### config.mk
export PLATFORM = sky130hd
export DESIGN_NAME = bcseq_top
export DESIGN_NICKNAME = d
export VERILOG_FILES = /design/src/verilog/bcseq_pkg.sv /design/src/verilog/bcseq_pulse.sv /design/src/verilog/bcseq_sync.sv /design/src/verilog/bcseq_top.sv
export SDC_FILE = /design/constraint.sdc
export NUM_CORES = 1
export LEC_CHECK = 0
export BUFFER_PORTS_ARGS = -buffer_cell sky130_fd_sc_hd__buf_4
export CAP_MARGIN = 40
export CORE_UTILIZATION = 50
export CTS_BUF_LIST = sky130_fd_sc_hd__clkbuf_4
export DETAILED_ROUTE_END_ITERATION = 12
export PLACE_DENSITY = 0.78
export SLEW_MARGIN = 20
export SYNTH_ARGS = -nofsm -noshare
export SYNTH_HDL_FRONTEND = slang
export SYNTH_SLANG_ARGS = --single-unit
### constraint.sdc
create_clock -name clock_i -period 3.3 [get_ports clock_i]
set_input_delay 0.66 -clock clock_i [delete_from_list [all_inputs] [get_ports clock_i]]
set_output_delay 0.66 -clock clock_i [all_outputs]
set_load 0.005 [all_outputs]
### src/verilog/bcseq_pkg.sv
package bcseq_pkg;

   // register offsets
   localparam logic [3:0] BCSEQ_ADDR_INPUT  = 4'h0;
   localparam logic [3:0] BCSEQ_ADDR_CURR   = 4'h1;
   localparam logic [3:0] BCSEQ_ADDR_VOLT   = 4'h2;
   localparam logic [3:0] BCSEQ_ADDR_STATUS = 4'h5;
   localparam logic [3:0] BCSEQ_ADDR_FAULT  = 4'h6;
   localparam logic [3:0] BCSEQ_ADDR_MISC   = 4'h7;
   localparam logic [3:0] BCSEQ_ADDR_TEMP   = 4'h8;

   // reset values
   localparam logic [7:0] BCSEQ_RST_INPUT = 8'h61;
   localparam logic [7:0] BCSEQ_RST_CURR  = 8'h2D;
   localparam logic [7:0] BCSEQ_RST_VOLT  = 8'h29;
   localparam logic [7:0] BCSEQ_RST_MISC  = 8'h10;
   localparam logic [7:0] BCSEQ_RST_TEMP  = 8'hEE;

   // field positions
   localparam int BCSEQ_BIT_REG_RESET   = 7;
   localparam int BCSEQ_BIT_TIMER_EN    = 6;
   localparam int BCSEQ_BIT_THERM_EN    = 2;
   localparam int BCSEQ_BIT_BOV_DIS     = 7;
   localparam int BCSEQ_BIT_DERATE_DIS  = 3;
   localparam int BCSEQ_BIT_CHARGE_ENABLE_BIT      = 0;
   localparam int BCSEQ_BIT_SUSPEND     = 4;
   localparam int BCSEQ_BIT_OV_SEL      = 3;
   localparam int BCSEQ_BIT_DVSEL       = 7;
   localparam int BCSEQ_BIT_DISEL       = 6;

   // status and fault codes
   localparam logic [1:0] BCSEQ_STAT_IDLE = 2'h0;
   localparam logic [1:0] BCSEQ_STAT_PRE  = 2'h1;
   localparam logic [1:0] BCSEQ_STAT_FAST = 2'h2;
   localparam logic [1:0] BCSEQ_STAT_DONE = 2'h3;
   localparam logic [1:0] BCSEQ_FLT_NONE  = 2'h0;
   localparam logic [1:0] BCSEQ_FLT_UV    = 2'h1;
   localparam logic [1:0] BCSEQ_FLT_OV    = 2'h2;
   localparam logic [1:0] BCSEQ_FLT_TMR   = 2'h3;
   localparam logic [2:0] BCSEQ_ZONE_NORMAL = 3'h0;

   // timing
   localparam int BCSEQ_CLK_MHZ      = 250;
   localparam int BCSEQ_TERM_MS      = 20;
   localparam int BCSEQ_PULSE_US     = 50;
   localparam int BCSEQ_TERM_CYC     = BCSEQ_TERM_MS * 1000 * BCSEQ_CLK_MHZ;
   localparam int BCSEQ_PULSE_CYC    = BCSEQ_PULSE_US * BCSEQ_CLK_MHZ;
   localparam longint BCSEQ_SAFETY_HOURS = 20;
   localparam longint BCSEQ_SAFETY_CYC =
      BCSEQ_SAFETY_HOURS * 64'd3600 * 64'd1000000 * BCSEQ_CLK_MHZ;

endpackage

### src/verilog/bcseq_pulse.sv
`timescale 1ns/1ps
module bcseq_pulse
   import bcseq_pkg::*;
#(
   parameter int LEN = 12500
)(
   input  wire logic clock_i,
   input  wire logic nrst_i,
   input  wire logic ce_i,
   input  wire logic event_i,
   output logic      irq_oe_n_o
);

   typedef struct packed
   {
      logic        busy;
      logic        pend;
      logic [15:0] cnt;
      logic        oe_n;
   } bcseq_pulse_s;

   bcseq_pulse_s st_reg;
   bcseq_pulse_s st_next;

   always_comb
   begin
      st_next = st_reg;
      if (st_reg.busy)
      begin
         // events during a pulse queue one more, never stretch it
         if (event_i)
            st_next.pend = 1'b1;
         if (st_reg.cnt == 16'(LEN - 1))
         begin
            st_next.busy = 1'b0;
            st_next.cnt  = '0;
         end
         else
            st_next.cnt = st_reg.cnt + 16'h0001;
      end
      else if (event_i || st_reg.pend)
      begin
         st_next.busy = 1'b1;
         st_next.pend = 1'b0;
      end
      st_next.oe_n = ~st_next.busy;
   end

   always_ff @(posedge clock_i or negedge nrst_i)
   begin
      if (!nrst_i)
         st_reg <= '{busy: 1'b0, pend: 1'b0, cnt: 16'h0000, oe_n: 1'b1};
      else if (ce_i)
         st_reg <= st_next;
   end

   assign irq_oe_n_o = st_reg.oe_n;

endmodule

### src/verilog/bcseq_sync.sv
`timescale 1ns/1ps
module bcseq_sync
   import bcseq_pkg::*;
#(
   parameter int W = 1
)(
   input  wire logic         clock_i,
   input  wire logic         nrst_i,
   input  wire logic         ce_i,
   input  wire logic [W-1:0] async_i,
   output logic      [W-1:0] sync_o
);

   typedef struct packed
   {
      logic [W-1:0] meta;
      logic [W-1:0] out;
   } bcseq_sync_s;

   bcseq_sync_s st_reg;
   bcseq_sync_s st_next;

   always_comb
   begin
      st_next      = st_reg;
      st_next.meta = async_i;
      st_next.out  = st_reg.meta;
   end

   always_ff @(posedge clock_i or negedge nrst_i)
   begin
      if (!nrst_i)
         st_reg <= '0;
      else if (ce_i)
         st_reg <= st_next;
   end

   assign sync_o = st_reg.out;

endmodule

### src/verilog/bcseq_top.sv
// Contract
// supply good resets all registers to defaults
// start needs input, temp, timer, enable, battery ok
// host restarts via replug or enable toggle
// below 3V precharge status 01, else 10
// default precharge 150mA, fast 1A
// current may drop under input loops
// terminate after 20ms low current in CV
// termination sets status 11, pulses interrupt
// recharge below target minus 200mV
// safety timer resets per cycle, disableable
// timer expiry stops, fault 11, until replug
// pulse on entering input loops
// thermistor disabled means ignored
// suspend switching outside hot-cold window
// report-only mode pulses on zone change
// cool zone derates current
// warm zone lowers voltage target
// two hot/cold, four warm/cool thresholds
// 50us low interrupt on events
// battery overvoltage stops, flags, sinks
// overvoltage disable suppresses protection
// input overvoltage 6V/11V shuts converter
// thermal shutdown 150C, resume 120C
// status codes 00/01/10/11
// fault codes 00/01/10/11
// derate current 14.3% or 50%
// register reset bit self-clears
// merged events give single pulses
// analog flags synchronised before use
`timescale 1ns/1ps
module bcseq_top
   import bcseq_pkg::*;
#(
   parameter int     TERM_CYC   = BCSEQ_TERM_CYC,
   parameter longint SAFETY_CYC = BCSEQ_SAFETY_CYC,
   parameter int     PULSE_CYC  = BCSEQ_PULSE_CYC
)(
   input  wire logic       clock_i,
   input  wire logic       nrst_i,
   input  wire logic       ce_i,
   input  wire logic [3:0] addr_i,
   input  wire logic [7:0] wdata_i,
   input  wire logic       wr_i,
   input  wire logic       rd_i,
   output logic      [7:0] rdata_o,
   input  wire logic       in_uv_ok_i,
   input  wire logic       in_ov_6v_i,
   input  wire logic       in_ov_11v_i,
   input  wire logic       input_battery_headroom_i,
   input  wire logic       batt_above_pre_i,
   input  wire logic       batt_below_rech_i,
   input  wire logic       batt_over_104_i,
   input  wire logic       batt_uv_i,
   input  wire logic       cur_below_term_i,
   input  wire logic       cv_loop_i,
   input  wire logic       input_voltage_loop_active_i,
   input  wire logic       input_current_loop_active_i,
   input  wire logic [2:0] thermistor_zone_i,
   input  wire logic       die_hot_i,
   output logic            switch_en_o,
   output logic            precharge_sel_o,
   output logic            derate_i_en_o,
   output logic            derate_i_half_o,
   output logic            derate_v_en_o,
   output logic            derate_v_200_o,
   output logic            batt_sink_en_o,
   output logic [7:0]      thresh_sel_o,
   output logic            int_oe_n_o
);

   typedef enum logic [1:0]
   {
      BCSEQ_IDLE,
      BCSEQ_CHARGE,
      BCSEQ_DONE,
      BCSEQ_FAULT
   } bcseq_state_e;

   typedef struct packed
   {
      logic [7:0]   r_input;
      logic [7:0]   r_curr;
      logic [7:0]   r_volt;
      logic [7:0]   r_misc;
      logic [7:0]   r_temp;
      bcseq_state_e state;
      logic [31:0]  term_cnt;
      logic [47:0]  safe_cnt;
      logic         tmr_flt;
      logic         bov;
      logic         prev_en;
      logic         prev_ten;
      logic         prev_good;
      logic [7:0]   prev_stat;
      logic [7:0]   prev_flt;
      logic         event_p;
      logic [7:0]   rdata;
      logic         sw_en;
      logic         pre_sel;
      logic         di_en;
      logic         di_half;
      logic         dv_en;
      logic         dv_200;
      logic         sink;
   } bcseq_s;

   bcseq_s st_reg;
   bcseq_s st_next;

   logic [13:0] flags_s;
   logic [2:0]  zone_s;

   bcseq_sync #(.W(17)) u_sync
   (
      .clock_i (clock_i),
      .nrst_i  (nrst_i),
      .ce_i    (ce_i),
      .async_i ({in_uv_ok_i, in_ov_6v_i, in_ov_11v_i, input_battery_headroom_i,
                 batt_above_pre_i, batt_below_rech_i, batt_over_104_i, batt_uv_i,
                 cur_below_term_i, cv_loop_i, input_voltage_loop_active_i,
                 input_current_loop_active_i, die_hot_i, 1'b0, thermistor_zone_i}),
      .sync_o  ({flags_s, zone_s})
   );

   logic       uv_ok;
   logic       ov6;
   logic       ov11;
   logic       hdrm;
   logic       above_pre;
   logic       below_rech;
   logic       over104;
   logic       buv;
   logic       below_term;
   logic       cv;
   logic       vloop;
   logic       iloop;
   logic       hot;
   logic       unused_s;
   assign {uv_ok, ov6, ov11, hdrm, above_pre, below_rech, over104, buv,
           below_term, cv, vloop, iloop, hot, unused_s} = flags_s;

   logic       in_ov;
   logic       input_good;
   logic       therm_en;
   logic       zone_bad;
   logic       zone_cool;
   logic       zone_warm;
   logic       bov_active;
   logic       start_ok;
   logic       run_ok;
   logic       derate_on;
   logic [1:0] stat_code;
   logic [1:0] flt_code;
   logic [2:0] zone_rep;
   logic [7:0] stat_reg_v;
   logic [7:0] flt_reg_v;

   always_comb
   begin
      in_ov      = st_reg.r_misc[BCSEQ_BIT_OV_SEL] ? ov11 : ov6;
      input_good = uv_ok && !in_ov && hdrm;
      therm_en   = st_reg.r_curr[BCSEQ_BIT_THERM_EN];
      zone_rep   = therm_en ? zone_s : BCSEQ_ZONE_NORMAL;
      zone_bad   = zone_rep == 3'h3 || zone_rep == 3'h4;
      zone_cool  = zone_rep == 3'h2;
      zone_warm  = zone_rep == 3'h1;
      derate_on  = !st_reg.r_volt[BCSEQ_BIT_DERATE_DIS];
      bov_active = over104 && !st_reg.r_volt[BCSEQ_BIT_BOV_DIS];
      start_ok   = input_good && !st_reg.tmr_flt && !st_reg.bov
                   && st_reg.r_volt[BCSEQ_BIT_CHARGE_ENABLE_BIT]
                   && !(st_reg.r_misc[BCSEQ_BIT_SUSPEND] && zone_bad);
      run_ok     = start_ok && !hot;
      unique case (st_reg.state)
         BCSEQ_CHARGE: stat_code = above_pre ? BCSEQ_STAT_FAST : BCSEQ_STAT_PRE;
         BCSEQ_DONE:   stat_code = BCSEQ_STAT_DONE;
         default:      stat_code = BCSEQ_STAT_IDLE;
      endcase
      if (st_reg.tmr_flt)
         flt_code = BCSEQ_FLT_TMR;
      else if (in_ov)
         flt_code = BCSEQ_FLT_OV;
      else if (!uv_ok)
         flt_code = BCSEQ_FLT_UV;
      else
         flt_code = BCSEQ_FLT_NONE;
      stat_reg_v = {2'b00, stat_code, vloop, iloop, input_good, 1'b0};
      flt_reg_v  = {buv, 2'b00, flt_code, zone_rep};
   end

   always_comb
   begin
      st_next         = st_reg;
      st_next.event_p = 1'b0;
      st_next.prev_en   = st_reg.r_volt[BCSEQ_BIT_CHARGE_ENABLE_BIT];
      st_next.prev_ten  = st_reg.r_input[BCSEQ_BIT_TIMER_EN];
      st_next.prev_good = input_good;
      st_next.prev_stat = stat_reg_v;
      st_next.prev_flt  = flt_reg_v;

      // battery overvoltage latch clears when voltage is normal or BCSEQ_BIT_BOV_DIS is set
      if (bov_active)
         st_next.bov = 1'b1;
      else if (!over104 || st_reg.r_volt[BCSEQ_BIT_BOV_DIS])
         st_next.bov = 1'b0;

      // timer fault held until input removal
      if (!input_good && !uv_ok)
         st_next.tmr_flt = 1'b0;

      // safety timer
      if (st_reg.r_input[BCSEQ_BIT_TIMER_EN] && !st_reg.prev_ten)
         st_next.safe_cnt = '0;
      else if (st_reg.state == BCSEQ_CHARGE && st_reg.r_input[BCSEQ_BIT_TIMER_EN])
         st_next.safe_cnt = st_reg.safe_cnt + 48'h1;

      if (below_term && cv && !vloop && !iloop && st_reg.state == BCSEQ_CHARGE)
         st_next.term_cnt = st_reg.term_cnt + 32'h1;
      else
         st_next.term_cnt = '0;

      unique case (st_reg.state)
         BCSEQ_IDLE:
            if (start_ok && !(st_reg.prev_en && 1'b0))
            begin
               st_next.state    = BCSEQ_CHARGE;
               st_next.safe_cnt = '0;
            end
         BCSEQ_CHARGE:
            if (!start_ok)
               st_next.state = BCSEQ_IDLE;
            else if (st_reg.r_input[BCSEQ_BIT_TIMER_EN] &&
                     st_reg.safe_cnt >= 48'(SAFETY_CYC - 1))
            begin
               st_next.state   = BCSEQ_FAULT;
               st_next.tmr_flt = 1'b1;
            end
            else if (st_reg.term_cnt >= 32'(TERM_CYC - 1))
               st_next.state = BCSEQ_DONE;
         BCSEQ_DONE:
            // new cycle only by replug, enable toggle or recharge
            if (!input_good || !st_reg.r_volt[BCSEQ_BIT_CHARGE_ENABLE_BIT])
               st_next.state = BCSEQ_IDLE;
            else if (below_rech && start_ok)
            begin
               st_next.state    = BCSEQ_CHARGE;
               st_next.safe_cnt = '0;
            end
         BCSEQ_FAULT:
            if (!st_reg.tmr_flt)
               st_next.state = BCSEQ_IDLE;
      endcase

      // one merged event stream feeds the pulse shaper
      if ((input_good && !st_reg.prev_good)
          || stat_reg_v != st_reg.prev_stat
          || flt_reg_v != st_reg.prev_flt
          || (bov_active && !st_reg.bov))
         st_next.event_p = 1'b1;

      // outputs
      st_next.sw_en   = st_reg.state == BCSEQ_CHARGE && run_ok;
      st_next.pre_sel = !above_pre;
      st_next.di_en   = derate_on && zone_cool;
      st_next.di_half = st_reg.r_temp[BCSEQ_BIT_DISEL];
      st_next.dv_en   = derate_on && zone_warm;
      st_next.dv_200  = st_reg.r_temp[BCSEQ_BIT_DVSEL];
      st_next.sink    = bov_active;

      // register port
      st_next.rdata = 8'h00;
      if (rd_i)
      begin
         unique case (addr_i)
            BCSEQ_ADDR_INPUT:  st_next.rdata = st_reg.r_input;
            BCSEQ_ADDR_CURR:   st_next.rdata = st_reg.r_curr;
            BCSEQ_ADDR_VOLT:   st_next.rdata = st_reg.r_volt;
            BCSEQ_ADDR_STATUS: st_next.rdata = stat_reg_v;
            BCSEQ_ADDR_FAULT:  st_next.rdata = flt_reg_v;
            BCSEQ_ADDR_MISC:   st_next.rdata = {2'b00, st_reg.bov, st_reg.r_misc[4:2], 2'b00};
            BCSEQ_ADDR_TEMP:   st_next.rdata = st_reg.r_temp;
            default:           st_next.rdata = 8'h00;
         endcase
      end
      if (wr_i)
      begin
         unique case (addr_i)
            BCSEQ_ADDR_INPUT:
               if (wdata_i[BCSEQ_BIT_REG_RESET])
               begin
                  st_next.r_input = BCSEQ_RST_INPUT;
                  st_next.r_curr  = BCSEQ_RST_CURR;
                  st_next.r_volt  = BCSEQ_RST_VOLT;
                  st_next.r_misc  = BCSEQ_RST_MISC;
                  st_next.r_temp  = BCSEQ_RST_TEMP;
               end
               else
                  st_next.r_input = {1'b0, wdata_i[6:0]};
            BCSEQ_ADDR_CURR:   st_next.r_curr = wdata_i;
            BCSEQ_ADDR_VOLT:   st_next.r_volt = wdata_i;
            BCSEQ_ADDR_MISC:   st_next.r_misc = {3'b000, wdata_i[4:2], 2'b00};
            BCSEQ_ADDR_TEMP:   st_next.r_temp = wdata_i;
            default:           ;
         endcase
      end
   end

   always_ff @(posedge clock_i or negedge nrst_i)
   begin
      if (!nrst_i)
      begin
         st_reg         <= '0;
         st_reg.r_input <= BCSEQ_RST_INPUT;
         st_reg.r_curr  <= BCSEQ_RST_CURR;
         st_reg.r_volt  <= BCSEQ_RST_VOLT;
         st_reg.r_misc  <= BCSEQ_RST_MISC;
         st_reg.r_temp  <= BCSEQ_RST_TEMP;
         st_reg.state   <= BCSEQ_IDLE;
         st_reg.pre_sel <= 1'b1;
         // no input yet reads as undervoltage; match it so reset raises no pulse
         st_reg.prev_flt <= {3'b000, BCSEQ_FLT_UV, 3'b000};
      end
      else if (ce_i)
         st_reg <= st_next;
   end

   bcseq_pulse #(.LEN(PULSE_CYC)) u_pulse
   (
      .clock_i    (clock_i),
      .nrst_i     (nrst_i),
      .ce_i       (ce_i),
      .event_i    (st_reg.event_p),
      .irq_oe_n_o (int_oe_n_o)
   );

   assign rdata_o         = st_reg.rdata;
   assign switch_en_o     = st_reg.sw_en;
   assign precharge_sel_o = st_reg.pre_sel;
   assign derate_i_en_o   = st_reg.di_en;
   assign derate_i_half_o = st_reg.di_half;
   assign derate_v_en_o   = st_reg.dv_en;
   assign derate_v_200_o  = st_reg.dv_200;
   assign batt_sink_en_o  = st_reg.sink;
   assign thresh_sel_o    = {2'b00, st_reg.r_temp[5:0]};

endmodule
==> flow_summary.toml, run 1 <==
[critical_path]
setup.worst_path.end_class = "flop"
slowest_stage = "nor3_2"
criticalPathCategory = "flop to flop"
critPathLaunchType = "flop"
slowest_delay_ns = 0.52
crit_required_ns = 3.82
crit_end = "st_reg[84]$_DFFE_PN0P_"
crit_fanout = 8
crit_chain = "inv_1 -> ha_1 -> and4_1 -> nand4_1 -> nor3_2 -> nand2_1 -> or4_1 -> nand3_1"
arrival_ns = 3.27
r2r_start = "st_reg[118]$_DFFE_PN0P_"
ff2ff_path_depth = 8
reg2reg_to = "st_reg[84]$_DFFE_PN0P_"
r2r_setup_slack_ns = 0.55
startpoint = "st_reg[118]$_DFFE_PN0P_"

[finish]
post-route-util_pct = 55.8
drive_above_1_share_pct = 16.1
synthToLayoutAreaGrowth_pct = 9.03
largest_register_ffs = 121
nNetsFinal = 1123

[synthesis]
synth_simple_gate_area_share_pct = 20.6
yosysMostFrequentCell = "dfrtp_1"
synthArstFlopShare_pct = 100
seq_area_frac_synth_pct = 49.2
synth_commonest_cells = "dfrtp_1 (176), o21ai_0 (115), nand2_1 (102)"
syn-cell-area_um2 = 10000
synth.area.top_cells = "dfrtp_1 (44%), o21ai_0 (5.7%), dfstp_2 (5.2%)"
synthFlopType = "dfrtp_1"
synth_top_cell_area_share_pct = 43.9
synth_top_area_cell = "dfrtp_1"
synthAdderAreaFrac_pct = 0.998
synthXorXnorAreaFrac_pct = 3.93
synth_compound_area_share_pct = 15.3
syn_area_per_cell_um2 = 9.48
ys_types = 69
ys_warn_count = 0
netlist_instances = 1058
synth_mux_area_share_pct = 5.42
synth_top_family_by_area = "simple AND/OR/NAND/NOR gates"
synth_edf_count = 0
synth_seq_cells = 196

[clocking]
cts_setup_buffers = 0
cts_tree = "yes"
cts-root-buf = "clkbuf_4"
cts.clk_slew.worst_paths_ns = 0.16
cts_htree_levels = 4
ctsLongestPathBuffers = 2
cts-resized-gates = 0
clk-insertion-delay-late_ns = 0.58
numCtsBuffers = 17
clock-sinks = 196
hold_buffers = 0

[job]
drv_cap = 0

[placed_design]
pre_cts_slack_ns = 0.602
io_buffer_count = 54
dp_hpwl_um = 15700
place_congestion = 0.902

[timing]
grt_setup_unrepaired = "false"
tightest_slew_ns = 0.675
period_needed_ns = 2.75
fin_worst_skew_ns = 0.0343
setup-violations-final = 0
relSlewSlack_pct = 54.6
slew_violations = 0
setup_tns_ns = 0
setup_ws_ns = 0.550
period_share_pct = 83.3
timing.fmax_mhz = 364
hold_viol = 0

[routing]
ant_nets = 0
drtIter0Drc = 477
dr.pass1.iters = 5
route.met3.wl_um = 987
dr_wl_met2_um = 11000
vias = 8107
post_drt_via_cell_ratio = 5.96
wl_um = 22600
drc = 0
drt-met1-wl_um = 10000
highest_layer = "met4"
wl_per_cell_um = 16.6

[global_routing]
grt_max_degree = 92
grtUsageTotal_pct = 23.7
gr-total-overflow = 0
grt_pass1_vias = 7667
antenna_found_initial = 1
grt_pass1_wl_um = 38400

[floorplanning]
start_util_pct = 51.2
row_count = 51
io_pins = 57
die_w_um = 144
floorplan.die_area_um2 = 20600
coreArea_um2 = 19600
fp.dieH_um = 144

[power]
power_density_nw_per_um2 = 464
worst_ir_drop_vdd_uv = 309
leakagePower_uw = 0.00462

[outcome]
status = "finished clean"

[hold_path]
holdCritPathClass = "input pin to async pin"
[how the worst min path moves through the flow]
stage | cells past startpoint | to | from
after CTS | 1 | st_reg[70]$_DFFE_PN0P_ | nrst_i
after detailed placement | 2 | st_reg[155]$_DFFE_PN0P_ | st_reg[155]$_DFFE_PN0P_
after global routing | 1 | u_sync.st_next[14]$_DFFE_PN0P_ | nrst_i
final | 1 | st_reg[68]$_DFFE_PN0P_ | nrst_i
after floorplan | 0 | derate_i_en_o$_DFFE_PN0P_ | nrst_i
after global placement | 1 | u_pulse.st_reg[16]$_DFFE_PN0P_ | u_pulse.st_reg[16]$_DFFE_PN0P_
[critical path, delay by kind of cell (launching register included)]
| kind | cells | cell delay (ns) |
|---|---|---|
| and+or+nand+nor | 6 | 1.88 |
| DFF | 1 | 0.45 |
| adders and majority gates | 1 | 0.29 |
| buffers and inverters | 1 | 0.09 |
[cell type report]
class / count / area [µm²]
antenna: 1 / 2.50
clock inverter: 13 / 149
multi-input combinational: 761 / 4660
fill: 1750 / 8660
sequential: 196 / 4930
timing repair buffer: 73 / 592
inverter: 33 / 124
tap: 265 / 332
clock buffer: 19 / 143
[placed cells by master, fill, tap and decap left out, drive strengths merged, types with 5 or more instances in the layout]
| cell type | instances |
|---|---|
| a21oi | 37 |
| a22o | 5 |
| a31oi | 21 |
| a32oi | 5 |
| a41oi | 6 |
| and2 | 9 |
| and3 | 16 |
| and4 | 11 |
| buf | 72 |
| clkbuf | 20 |
| dfrtp | 176 |
| dfstp | 20 |
| ha | 8 |
| inv | 38 |
| mux2 | 42 |
| mux2i | 7 |
| nand2 | 102 |
| nand3 | 73 |
| nand4 | 27 |
| nor2 | 86 |
| nor2b | 10 |
| nor3 | 24 |
| nor4 | 17 |
| o211ai | 6 |
| o21ai | 116 |
| o2bb2ai | 8 |
| o31ai | 14 |
| or3 | 8 |
| or4 | 7 |
| xnor2 | 18 |
| xor2 | 27 |
[per-stage QoR]
step | instances | area (µm²) | power [µW] | hold slack [ns]
finish | 1361 | 10900 | 5080 | 0.107
global route | 1361 | 10900 | 5330 | 0.127
CTS | 1360 | 10900 | 5100 | 0.106
detailed placement | 1328 | 10600 | 3800 | 0.475
global placement | 1326 | 10600 | 3760 | 0.461
floorplan | 1059 | 10000 | 3470 | 0.364
[per-layer routing]
metal  global-route usage [%]  vias to the layer above
li1                         -                     3857
met4                     9.29                        0
met3                     3.53                       37
met5                        0                        -
met2                     39.0                      215
met1                     31.4                     3998
[power by group]
group | total [µW] | leakage [µW] | internal (µW) | switching (µW)
sequential | 2910 | 0.00254 | 2680 | 232
clock | 1320 | 0.000153 | 482 | 838
combinational | 843 | 0.00193 | 383 | 460
[cells by family (layout without fill, tap and decap cells)]
logic type | count (synthesis) | in the layout
simple gates | 408 | 408
compound gates | 249 | 249
flops | 196 | 196
buf+inv | 102 | 138
mux | 49 | 49
xor+xnor | 45 | 45
fa+ha+maj | 8 | 8
other cells | 1 | 3
Note: power is estimated with default switching activity, not from simulation.
==> inputs of run 2 (changes only) <==
- clock period: 3.3 -> 2.82 ns (I/O delays scaled with it)
==> run 2 against run 1 <==
Final cell count rose by 0.81%. Routed wire length increased by 1.9%. Clock skew fell by 0.0070 ns. Critical path type unchanged. Global-route usage grew 0.13 points. Setup slack worse by 0.26 ns. Utilization grew 0.29 points.
==> flow_summary.toml, run 2 (synthesized netlist as in run 1, its figures left out) <==
[outcome]
status = "finished clean"

[placed_design]
place_inst = 1338
dp_hpwl_um = 16100
place_congestion = 0.952
io_buffer_count = 54

[finish]
final_cell_mix = "dfrtp_1 (176), o21ai_0 (115), nand2_1 (102)"
layout_commonest_cell = "dfrtp_1"
drive_above_1_share_pct = 16.9
final_cells = 1372
nNetsFinal = 1134
synthToLayoutAreaGrowth_pct = 9.60
largest_register_ffs = 121

[global_routing]
grt-busiest-layer = "met2"
antenna_found_initial = 1
grtUsageTotal_pct = 23.8
met2_usage_pct = 39.2
grt_pass1_wl_um = 38200
grt_util_met1_pct = 31.8
grt.met3_usage_pct = 3.50
gr-total-overflow = 0
grt_pass1_vias = 7570
grt_max_degree = 61

[hold_path]
min-delay-start = "batt_over_104_i"
min_to = "u_sync.st_next[10]$_DFFE_PN0P_"
holdCritPathClass = "input pin to flop"
min_path_cells = 2

[floorplanning]
die_w_um = 144
floorplan.die_area_um2 = 20600
row_count = 51
io_pins = 57
fp.dieH_um = 144
coreArea_um2 = 19600
start_util_pct = 51.2

[clocking]
cts_tree = "yes"
cts_setup_buffers = 0
cts-resized-gates = 0
cts_htree_levels = 4
ctsLongestPathBuffers = 2
cts-root-buf = "clkbuf_4"
clock-sinks = 196
clk-insertion-delay-late_ns = 0.60
numCtsBuffers = 17
cts.clk_slew.worst_paths_ns = 0.17

[timing]
timing.fmax_mhz = 395
tightest_slew_ns = 0.830
setup_tns_ns = 0
grt_setup_unrepaired = "false"
relSlewSlack_pct = 43.2
slew_violations = 0
hold_viol = 0
setup-violations-final = 0
holdWs_ns = 0.183
fin_worst_skew_ns = 0.0273
period_needed_ns = 2.53
period_share_pct = 89.9

[critical_path]
crit_fanout = 8
setup.worst_path.end_class = "flop"
r2r_start = "st_reg[118]$_DFFE_PN0P_"
reg2reg_to = "rdata_o[4]$_DFFE_PN0P_"
criticalPathCategory = "flop to flop"
arrival_ns = 3.00
ff2ff_path_depth = 9
critPathLaunchType = "flop"
r2r_setup_slack_ns = 0.29
crit_required_ns = 3.29

[routing]
vias = 8146
ant_nets = 0
drc = 0
post_drt_via_cell_ratio = 5.94
drtIter0Drc = 616
wl_per_cell_um = 16.8
dr.pass1.iters = 6
wl_um = 23100

[power]
total_power_uw = 5860
worst_ir_drop_vdd_uv = 329
power_density_nw_per_um2 = 533
leakagePower_uw = 0.00466

[job]
drv_cap = 0
## run 2: how the worst max path moves through the flow
stage	from	end	slack (ns)	depth (start not counted)
floorplan	st_next[33]$_DFFE_PN1P_	st_reg[81]$_DFFE_PN0P_	0.55	7
global placement	st_reg[118]$_DFFE_PN0P_	rdata_o[4]$_DFFE_PN0P_	0.31	9
detailed placement	st_reg[118]$_DFFE_PN0P_	rdata_o[4]$_DFFE_PN0P_	0.30	9
CTS	st_reg[118]$_DFFE_PN0P_	rdata_o[4]$_DFFE_PN0P_	0.28	9
global route	st_reg[118]$_DFFE_PN0P_	st_reg[79]$_DFFE_PN0P_	0.14	7
finish	st_reg[118]$_DFFE_PN0P_	rdata_o[4]$_DFFE_PN0P_	0.29	9
## run 2: report_power, final
group	total [µW]	switching (µW)	internal [µW]
Combinational	1000	542	459
Sequential	3420	279	3140
Clock	1440	1050	392
Total	5860	1870	3990
## run 2: worst max-delay path, stage by stage (launching register included)
cell,delay (ns)
dfrtp_1,0.43
inv_1,0.08
ha_1,0.27
nor2b_1,0.17
o21a_1,0.22
a32oi_1,0.24
nor2_1,0.08
a2111oi_0,0.66
buf_4,0.22
o2bb2ai_1,0.05
## run 2: through the flow
stage                     instance area (µm²)  setup slack (ns)  util [%]
after CTS                               11000             0.281      56.1
final                                   11000             0.286      56.1
after detailed placement                10700             0.302      54.7
after global routing                    11000             0.144      56.1
after floorplan                         10000             0.549         -
after global placement                  10700             0.309      54.7
## run 2: cell type report
class | instances | area [µm²]
clock inverter | 15 | 135
antenna | 1 | 2.50
inverter | 33 | 124
timing repair buffer | 84 | 677
sequential | 196 | 4930
clock buffer | 17 | 128
tap | 265 | 332
multi-input combinational | 761 | 4660
fill | 1732 | 8600
## run 2: layer usage
metal  share of wire (%)  vias to the layer above
li1                    -                     3894
met1                  45                     3944
met2                  48                      266
met3                 4.6                       42
met4                 2.3                        0
met5                   0                        -
## run 2: what timing repair did
action / in CTS / in global routing
hold endpoints to repair: 53 / 0
endpoints found under the setup margin: 0 / 0
hold buffers: 1 / 0
